File: config.mk
export PLATFORM = sky130hd
export DESIGN_NAME = recording_mgmt_sector_builder
export DESIGN_NICKNAME = d
export VERILOG_FILES = /design/src/common/rm_sector_pkg.sv /design/src/verilog/recording_mgmt_sector_builder.sv
export SDC_FILE = /design/constraint.sdc
export NUM_CORES = 1
export LEC_CHECK = 0
export BUFFER_PORTS_ARGS = -buffer_cell sky130_fd_sc_hd__buf_2
export CAP_MARGIN = 30
export CORE_AREA = 4 4 399 401
export DETAILED_ROUTE_END_ITERATION = 16
export DIE_AREA = 0 0 403 405
export MAX_ROUTING_LAYER = met4
export PLACE_DENSITY = 0.3
export SLEW_MARGIN = 10
export SYNTH_ARGS = -nofsm -noshare
export SYNTH_HDL_FRONTEND = slang
export SYNTH_SLANG_ARGS = --single-unit
File: constraint.sdc
create_clock -name clk -period 5.1 [get_ports clk]
set_input_delay 0.51 -clock clk [delete_from_list [all_inputs] [get_ports clk]]
set_output_delay 0.51 -clock clk [all_outputs]
set_load 0.01 [all_outputs]
File: src/common/rm_sector_pkg.sv
package rm_sector_pkg;
  // placement window in error-correction block addresses
  localparam logic [23:0] REGION_FIRST_BLOCK = 24'h00223c;
  localparam logic [23:0] REGION_LAST_BLOCK = 24'h0024f8;
  // region geometry
  localparam int POS_W = 16;
  localparam logic [15:0] REGION_LAST_POS = 16'hffff;
  localparam logic [15:0] RESERVED_BYTES = 16'h4000;
  localparam logic [15:0] RECORD_BASE = 16'h8000;
  localparam logic [15:0] UNIT_BYTES = 16'h0800;
  localparam logic [3:0] FIELD0_SECTOR = 4'h1;
  // identity unit layout
  localparam logic [10:0] MAKER_FIRST = 11'h000;
  localparam logic [10:0] MAKER_LAST = 11'h01f;
  localparam logic [10:0] SERIAL_FIRST = 11'h028;
  localparam logic [10:0] SERIAL_LAST = 11'h037;
  localparam logic [10:0] MODEL_FIRST = 11'h040;
  localparam logic [10:0] MODEL_LAST = 11'h04f;
  localparam logic [10:0] UDISC_FIRST = 11'h058;
  localparam logic [10:0] UDISC_LAST = 11'h069;
  // management field 0 layout
  localparam logic [10:0] F0_FMT_HI = 11'h000;
  localparam logic [10:0] F0_FMT_LO = 11'h001;
  localparam logic [10:0] F0_STATE = 11'h002;
  localparam logic [10:0] F0_DISC_FIRST = 11'h004;
  localparam logic [10:0] F0_DISC_LAST = 11'h015;
  localparam logic [10:0] PP_ID1 = 11'h016;
  localparam logic [10:0] PP_APP = 11'h017;
  localparam logic [10:0] PP_PHYS = 11'h018;
  localparam logic [10:0] PP_ADDR_FIRST = 11'h019;
  localparam logic [10:0] PP_ADDR_LAST = 11'h01b;
  localparam logic [10:0] PP_ID2 = 11'h01e;
  localparam logic [10:0] PP_POWER = 11'h01f;
  localparam logic [10:0] PP_WAVE = 11'h020;
  localparam logic [10:0] PP_STRAT_FIRST = 11'h021;
  localparam logic [10:0] PP_STRAT_LAST = 11'h024;
  localparam logic [10:0] PP_ID3 = 11'h026;
  localparam logic [10:0] PP_SEG3_FIRST = 11'h027;
  localparam logic [10:0] PP_SEG3_LAST = 11'h02c;
  localparam logic [10:0] PP_ID4 = 11'h02e;
  localparam logic [10:0] PP_SEG4_FIRST = 11'h02f;
  localparam logic [10:0] PP_SEG4_LAST = 11'h034;
  localparam logic [10:0] PP_ID5 = 11'h036;
  localparam logic [10:0] PP_SEG5_FIRST = 11'h037;
  localparam logic [10:0] PP_SEG5_LAST = 11'h03c;
  localparam logic [15:0] FORMAT_WORD = 16'h0001;
  localparam logic [7:0] FIELD_ID1 = 8'h01;
  localparam logic [7:0] FIELD_ID2 = 8'h02;
  localparam logic [7:0] FIELD_ID3 = 8'h03;
  localparam logic [7:0] FIELD_ID4 = 8'h04;
  localparam logic [7:0] FIELD_ID5 = 8'h05;
  // disc state codes
  typedef enum logic [7:0] {
    DISC_EMPTY = 8'h00,
    DISC_SINGLE_PASS = 8'h01,
    DISC_INCREMENTAL = 8'h02,
    DISC_FINALIZED = 8'h03
  } disc_state_e;
  // register map
  localparam logic [7:0] REG_CTRL = 8'h00;
  localparam logic [7:0] REG_TARGET = 8'h04;
  localparam logic [7:0] REG_STATUS = 8'h08;
  localparam logic [7:0] REG_POSITION = 8'h0c;
  localparam int CTRL_START_BIT = 0;
  localparam int STAT_BUSY_BIT = 0;
  localparam int STAT_DONE_BIT = 1;
  localparam int STAT_REFUSED_BIT = 2;
  localparam logic [23:0] TARGET_RESET = 24'h00223c;
endpackage

File: src/verilog/recording_mgmt_sector_builder.sv
// Summary of operation
// - emit only within blocks 00223C to 0024F8
// - 32768-byte lead-in precedes the management record
// - system reserved lead-in bytes are zero
// - eight identical 2048-byte identity units
// - identity unit field layout, gaps zero
// - identity strings copied unaltered, meaning ignored
// - record is sixteen sectors, sector order
// - sector 0 linking loss, then fields 0-14
// - each field exactly 2048 bytes of data
// - reserve 2048-byte linking loss sector first
// - field 0 layout, bytes 86-2047 zero
// - format word always 0001
// - disc state codes 00 to 03
// - never write disc state above 03
// - bytes 22-85 hold pre-pit copy
// - pre-pit group one layout
// - pre-pit group two layout
// - three maker segments with ids 03-05
// - maker segment bytes passed through untouched
module recording_mgmt_sector_builder
  import rm_sector_pkg::*;
(
  input wire logic clk,
  input wire logic resetn,
  input wire logic [7:0] reg_addr,
  input wire logic [31:0] reg_wdata,
  input wire logic reg_wr,
  input wire logic reg_rd,
  output logic [31:0] reg_rdata,
  input wire logic [255:0] maker_str,
  input wire logic [127:0] serial_str,
  input wire logic [127:0] model_str,
  input wire logic [143:0] disc_id,
  input wire logic [7:0] disc_state,
  input wire logic [7:0] app_code,
  input wire logic [7:0] phys_code,
  input wire logic [23:0] last_data_addr,
  input wire logic [7:0] power_tuning_code,
  input wire logic [7:0] wavelength_code,
  input wire logic [31:0] strategy_code,
  input wire logic [143:0] maker_seg,
  output logic out_valid,
  input wire logic out_ready,
  output logic [7:0] out_byte,
  output logic [15:0] byte_position,
  output logic [23:0] out_block,
  output logic out_last,
  output logic region_done
);

  typedef enum logic {IDLE, RUN} run_state_e;

  run_state_e state_q;
  logic [15:0] pos_q;
  logic [7:0] byte_q;
  logic [23:0] block_q;
  logic [23:0] target_q;
  logic done_q;
  logic refused_q;
  logic done_pulse_q;
  logic [31:0] rdata_q;
  logic hs;
  logic last_hs;
  logic start_req;
  logic target_ok;
  logic state_ok;
  logic start_ok;
  logic clr_done;
  logic clr_refused;
  logic [15:0] pos_d;

  // identity unit content, repeated for every unit
  function automatic logic [7:0] unit_byte(input logic [10:0] o);
    logic [10:0] idx;
    idx = 11'h000;
    unit_byte = 8'h00;
    if (o <= MAKER_LAST) begin
      idx = o - MAKER_FIRST;
      unit_byte = maker_str[{idx[4:0], 3'b000} +: 8];
    end else if (o >= SERIAL_FIRST && o <= SERIAL_LAST) begin
      idx = o - SERIAL_FIRST;
      unit_byte = serial_str[{idx[3:0], 3'b000} +: 8];
    end else if (o >= MODEL_FIRST && o <= MODEL_LAST) begin
      idx = o - MODEL_FIRST;
      unit_byte = model_str[{idx[3:0], 3'b000} +: 8];
    end else if (o >= UDISC_FIRST && o <= UDISC_LAST) begin
      idx = o - UDISC_FIRST;
      unit_byte = disc_id[{idx[4:0], 3'b000} +: 8];
    end
  endfunction

  // management field 0 content; all bytes past the pre-pit copy are zero
  function automatic logic [7:0] field0_byte(input logic [10:0] o);
    logic [10:0] idx;
    idx = 11'h000;
    field0_byte = 8'h00;
    if (o == F0_FMT_HI) begin
      field0_byte = FORMAT_WORD[15:8];
    end else if (o == F0_FMT_LO) begin
      field0_byte = FORMAT_WORD[7:0];
    end else if (o == F0_STATE) begin
      field0_byte = (disc_state <= DISC_FINALIZED) ? disc_state : DISC_EMPTY;
    end else if (o >= F0_DISC_FIRST && o <= F0_DISC_LAST) begin
      idx = o - F0_DISC_FIRST;
      field0_byte = disc_id[{idx[4:0], 3'b000} +: 8];
    end else if (o == PP_ID1) begin
      field0_byte = FIELD_ID1;
    end else if (o == PP_APP) begin
      field0_byte = app_code;
    end else if (o == PP_PHYS) begin
      field0_byte = phys_code;
    end else if (o >= PP_ADDR_FIRST && o <= PP_ADDR_LAST) begin
      idx = PP_ADDR_LAST - o;
      field0_byte = last_data_addr[{idx[1:0], 3'b000} +: 8];
    end else if (o == PP_ID2) begin
      field0_byte = FIELD_ID2;
    end else if (o == PP_POWER) begin
      field0_byte = power_tuning_code;
    end else if (o == PP_WAVE) begin
      field0_byte = wavelength_code;
    end else if (o >= PP_STRAT_FIRST && o <= PP_STRAT_LAST) begin
      idx = PP_STRAT_LAST - o;
      field0_byte = strategy_code[{idx[1:0], 3'b000} +: 8];
    end else if (o == PP_ID3) begin
      field0_byte = FIELD_ID3;
    end else if (o >= PP_SEG3_FIRST && o <= PP_SEG3_LAST) begin
      idx = o - PP_SEG3_FIRST;
      field0_byte = maker_seg[{idx[4:0], 3'b000} +: 8];
    end else if (o == PP_ID4) begin
      field0_byte = FIELD_ID4;
    end else if (o >= PP_SEG4_FIRST && o <= PP_SEG4_LAST) begin
      idx = o - PP_SEG4_FIRST + 11'd6;
      field0_byte = maker_seg[{idx[4:0], 3'b000} +: 8];
    end else if (o == PP_ID5) begin
      field0_byte = FIELD_ID5;
    end else if (o >= PP_SEG5_FIRST && o <= PP_SEG5_LAST) begin
      idx = o - PP_SEG5_FIRST + 11'd12;
      field0_byte = maker_seg[{idx[4:0], 3'b000} +: 8];
    end
  endfunction

  // byte at a region position: lead-in first, then the sixteen record sectors
  function automatic logic [7:0] region_byte(input logic [15:0] p);
    region_byte = 8'h00;
    if (!p[15]) begin
      if (p[14]) begin
        region_byte = unit_byte(p[10:0]);
      end
    end else if (p[14:11] == FIELD0_SECTOR) begin
      region_byte = field0_byte(p[10:0]);
    end
  endfunction

  // handshake and start qualification
  assign hs = out_valid && out_ready;
  assign last_hs = hs && (pos_q == REGION_LAST_POS);
  assign start_req = reg_wr && (reg_addr == REG_CTRL) && reg_wdata[CTRL_START_BIT];
  assign target_ok = (target_q >= REGION_FIRST_BLOCK)
                     && (target_q < REGION_LAST_BLOCK);
  assign state_ok = (disc_state <= DISC_FINALIZED);
  assign start_ok = start_req && (state_q == IDLE) && target_ok && state_ok;
  assign clr_done = reg_wr && (reg_addr == REG_STATUS) && reg_wdata[STAT_DONE_BIT];
  assign clr_refused = reg_wr && (reg_addr == REG_STATUS) && reg_wdata[STAT_REFUSED_BIT];
  assign pos_d = start_ok ? 16'h0000 : pos_q + 16'h0001;

  // run control
  always_ff @(posedge clk or negedge resetn) begin
    if (!resetn) begin
      state_q <= IDLE;
    end else if (start_ok) begin
      state_q <= RUN;
    end else if (last_hs) begin
      state_q <= IDLE;
    end
  end

  // position and byte load on start and advance only on handshake
  always_ff @(posedge clk or negedge resetn) begin
    if (!resetn) begin
      pos_q <= 16'h0000;
      byte_q <= 8'h00;
      block_q <= TARGET_RESET;
    end else if (start_ok || (hs && !last_hs)) begin
      pos_q <= pos_d;
      byte_q <= region_byte(pos_d);
      // record half sits one block past the lead-in
      block_q <= target_q + {23'h0, pos_d[15]};
    end
  end

  // target block, writable only while idle
  always_ff @(posedge clk or negedge resetn) begin
    if (!resetn) begin
      target_q <= TARGET_RESET;
    end else if (reg_wr && (reg_addr == REG_TARGET) && (state_q == IDLE)) begin
      target_q <= reg_wdata[23:0];
    end
  end

  // sticky status, set beats clear
  always_ff @(posedge clk or negedge resetn) begin
    if (!resetn) begin
      done_q <= 1'b0;
      refused_q <= 1'b0;
      done_pulse_q <= 1'b0;
    end else begin
      done_pulse_q <= last_hs;
      if (last_hs) begin
        done_q <= 1'b1;
      end else if (clr_done) begin
        done_q <= 1'b0;
      end
      if (start_req && (state_q == IDLE) && !(target_ok && state_ok)) begin
        refused_q <= 1'b1;
      end else if (clr_refused) begin
        refused_q <= 1'b0;
      end
    end
  end

  // register read, data one cycle after strobe
  always_ff @(posedge clk or negedge resetn) begin
    if (!resetn) begin
      rdata_q <= 32'h0000_0000;
    end else if (reg_rd) begin
      unique case (reg_addr)
        REG_TARGET: rdata_q <= {8'h00, target_q};
        REG_STATUS: rdata_q <= {29'h0, refused_q, done_q, state_q == RUN};
        REG_POSITION: rdata_q <= {16'h0000, pos_q};
        default: rdata_q <= 32'h0000_0000;
      endcase
    end else begin
      rdata_q <= 32'h0000_0000;
    end
  end

  // outputs
  assign reg_rdata = rdata_q;
  assign out_valid = (state_q == RUN);
  assign out_byte = byte_q;
  assign byte_position = pos_q;
  assign out_block = block_q;
  assign out_last = out_valid && (pos_q == REGION_LAST_POS);
  assign region_done = done_pulse_q;
endmodule
==> summary.md <==
| Metric | Value |
|---|---|
| DRT iter0 DRCs | `between 1,500 and 2,000` |
| CP Launch Type | `register` |
| Max VDD drop | `about 0.00038 V` |
| EDFF count, synth | `0` |
| Most common cell in the netlist | `nand2_1` |
| Vias per cell | `4.389` |
| Final wirelength | `around 160 mm` |
| Post-layout util | `0.1603` |
| Max_slew headroom | `0.1948` |
| Final non-filler cell total | `around 5,200` |
| DP Wirelength | `approximately 140 mm` |
| Vias after detailed routing | `around 23,000` |
| H-tree depth | `3` |
| Fin crit share | `0.9566` |
| Worst-Skew Late Latency | `roughly 0.39 ns` |
| CP max FO | `23` |
| CP most frequent cell | `buf_4` |
| Status | `finished clean` |
| Clock skew | `roughly 0.018 ns` |
| Post-synth top area share | `0.1384` |
| Avg Cell Area, Syn | `7.673 sq um` |
| Root Driver | `clkbuf_16` |
| Post-route DRC | `0` |
| All-Layer GR Usage | `0.1947` |
| CP arrival | `slightly above 5 ns` |
| Ys Warns | `0` |
| Hold Violations, Final | `0` |
| Die width | `between 400 and 500 microns` |
| Max incr delay on CP | `0.49 ns` |
| Power Dens Cells | `between 700 and 800 mW/mm^2` |
| Vias in the first global route | `23,020` |
| Fmax | `around 0.20 GHz` |
| Crit path buf inv count | `5` |
| Overflow after GRT | `0` |
| Initial core utilization | `0.1022` |
| Inserted Clock Buffers | `9` |
| Post-synth top flop | `dfrtp_1` |
| Number of port buffers | `slightly above 1,000` |
| NumNets Final | `around 4,100` |
| Post-Synthesis Cell Area | `about 0.016 sq mm` |
| Post-DP Area | `~0.025 sq mm` |
| Post-synthesis register bit count | `100` |
| Area leader, netlist | `dfrtp_1` |
| Antenna Violating Nets Remaining | `0` |
| Core Region | `about 0.16 sq mm` |
| Placed Cells | `5,141` |
| Worst-path clk slew | `0.09 ns` |
| Largest delay contributor family on the critical path | `compound AO/OA/AOI/OAI gates` |
| CP Depth | `16` |
| Max Cap Violations | `0` |
| Clk buf depth | `2` |
| Main area contributors after synthesis | `dfrtp_1 (14%), mux4_2 (12%), nand2_1 (7.1%), mux2i_1 (6.0%), o221ai_1 (4.7%)` |
| Row cnt | `145` |
| Synth cell types | `between 80 and 90` |
| Slowest CP cell | `a2111o_1` |
| Worst Hold Path Cells | `2` |
| Worst hold slack | `between 0.3 and 0.4 ns` |
| Antenna violations before repair | `76` |
| Die ar. | `~0.16 sq mm` |
| IO Count | `between 1,000 and 1,500` |
| CTS tree | `yes` |
| Post-DR wirelength/cell | `approximately 31 microns` |
| Final Setup Violations | `0` |
| Worst slack, placed | `-0.03187 ns` |
| Worst path cell trace | `and3_4, a311o_1, a2111o_1, buf_6, o21ai_4, buf_4, buf_4, ha_4, buf_12, mux4_2, a221o_1, o2111ai_1, nand3_1, a211oi_1, buf_4, o21bai_1` |
| Post-route setup TNS | `0 ns` |
| Final Power | `18.87 mW` |
| Pleak | `10.85 nW` |
| P&R area growth vs syn | `56.81%` |
| Period minus WS final | `just under 5 ns` |
| RSZ-0062 raised after global routing | `false` |
| Clock sink total | `100` |
| Hold Crit Class | `input pin to register` |
| Final GP Congestion | `just over 0.9` |
| Setup Fix Bufs, Post-CTS | `0` |
| Gate Count Post-Synth | `2,074` |
| Layout cell share with drive strength beyond 1 | `0.4558` |
| Post-synthesis sequential area ratio | `0.1582` |
| Worst EP required | `5.37 ns` |
| Post-synth ARST share | `1.000` |
| Drt first pass iters | `5` |
| Worst Reg-to-Reg Cells | `16` |
| CP Capture Type | `register` |
| CP Class | `register to register` |
| Worst setup margin | `approximately 0.22 ns` |
| Worst Tran Pin Value | `1.208 ns` |
| Final instance area | `around 0.025 sq mm` |
| Die H | `slightly above 400 microns` |
| Max Transition Viols Final | `0` |
| First-pass GRT wire length | `roughly 210 mm` |
| List of most frequent post-synthesis cells | `nand2_1 (301), nor2_1 (151), clkbuf_1 (135)` |
| Largest net degree at the start of global routing | `85` |
[where the power goes]
part / switching (mW) / total [mW] / internal, mW
clock: 0.351 / 0.694 / 0.343
combinational: 11.5 / 17.3 / 5.75
sequential: 0.0603 / 0.890 / 0.830
total: 11.9 / 18.9 / 6.92
[logic make-up (layout without fill, tap and decap cells)]
logic type,Yosys count,after routing,share of synthesized area
simple gates,734,734,0.2090
compound gates,722,722,0.3183
flops,100,100,0.1582
fa+ha+maj,18,18,0.01415
buf+inv,225,1244,0.06274
xor+xnor,56,56,0.03129
other cells,1,57,0.0002356
mux,218,218,0.2061
[flip-flops by register name, summed over array words and instances (netlist names)]
signal and cells:
refused_q 1, out_block 24, target_q 24, byte_position 16, reg_rdata 24, out_byte 8
out_valid 1, done_q 1, region_done 1
[final timing paths]
| kind | startpoint | slack, ns | endpoint |
|---|---|---|---|
| max | target_q[3]$_DFFE_PN1P_ | 0.22 | out_byte[1]$_DFFE_PN0P_ |
| min | reg_wdata[4] | 0.37 | target_q[4]$_DFFE_PN1P_ |
| max reg2reg | target_q[3]$_DFFE_PN1P_ | 0.22 | out_byte[1]$_DFFE_PN0P_ |
| min reg2reg | out_block[0]$_DFFE_PN0P_ | 0.46 | out_block[0]$_DFFE_PN0P_ |
| max in group asynchronous | resetn | 3.53 | byte_position[0]$_DFFE_PN0P_ |
| min in group asynchronous | resetn | 0.54 | out_block[8]$_DFFE_PN0P_ |
[placed cells by master (no fill, tap or decap), types with 11 or more instances in the layout]
cell type  netlist  layout
o211ai_1        29      29
dfstp_2         12      12
o21ai_0        117     114
mux4_2          84      84
a21o_1          12      11
a21oi_1        123     119
nand3_1        112     112
or3_1           18      18
nand4_1         26      26
xor2_1          29      27
a22oi_1         23      23
o221ai_1        85      85
buf_2           35    1007
inv_1           13      11
buf_4           11     192
mux2i_1         96      96
o22ai_1         53      52
a31oi_1         53      53
mux2_2          38      38
xnor2_1         26      21
a221oi_1        41      41
diode_2          0      49
ha_1            18      16
nor3_1          32      31
and2_1          26      26
dfrtp_1         88      87
o31ai_1         13      13
nand2_1        301     299
a211oi_1        29      29
and3_1          21      21
nor2_1         151     148
[layer usage]
metal,GRT usage,vias up,part of all wire
met4,0.01949,0,0.011
met2,0.3077,1065,0.46
met3,0.03140,81,0.064
li1,-,10210,-
met1,0.2703,11500,0.47
met5,-,-,0
[what timing repair did]
| action | CTS | global route |
|---|---|---|
| gates resized for setup | 0 | 2 |
| endpoints found under the setup margin | 0 | 2 |
| endpoints found under the hold margin | 7 | 0 |
| hold buffers | 1 | 0 |
[layout make-up]
class | count | area [sq um]
antenna | 49 | 122.6
clock buffer | 13 | 250.2
clock inverter | 1 | 8.758
fill | 18160 | 130700
inverter | 17 | 71.32
multi-input combinational | 1756 | 12660
sequential | 100 | 2521
tap | 2058 | 2575
timing repair buffer | 1213 | 6741
(Power assumes the default switching activity.)
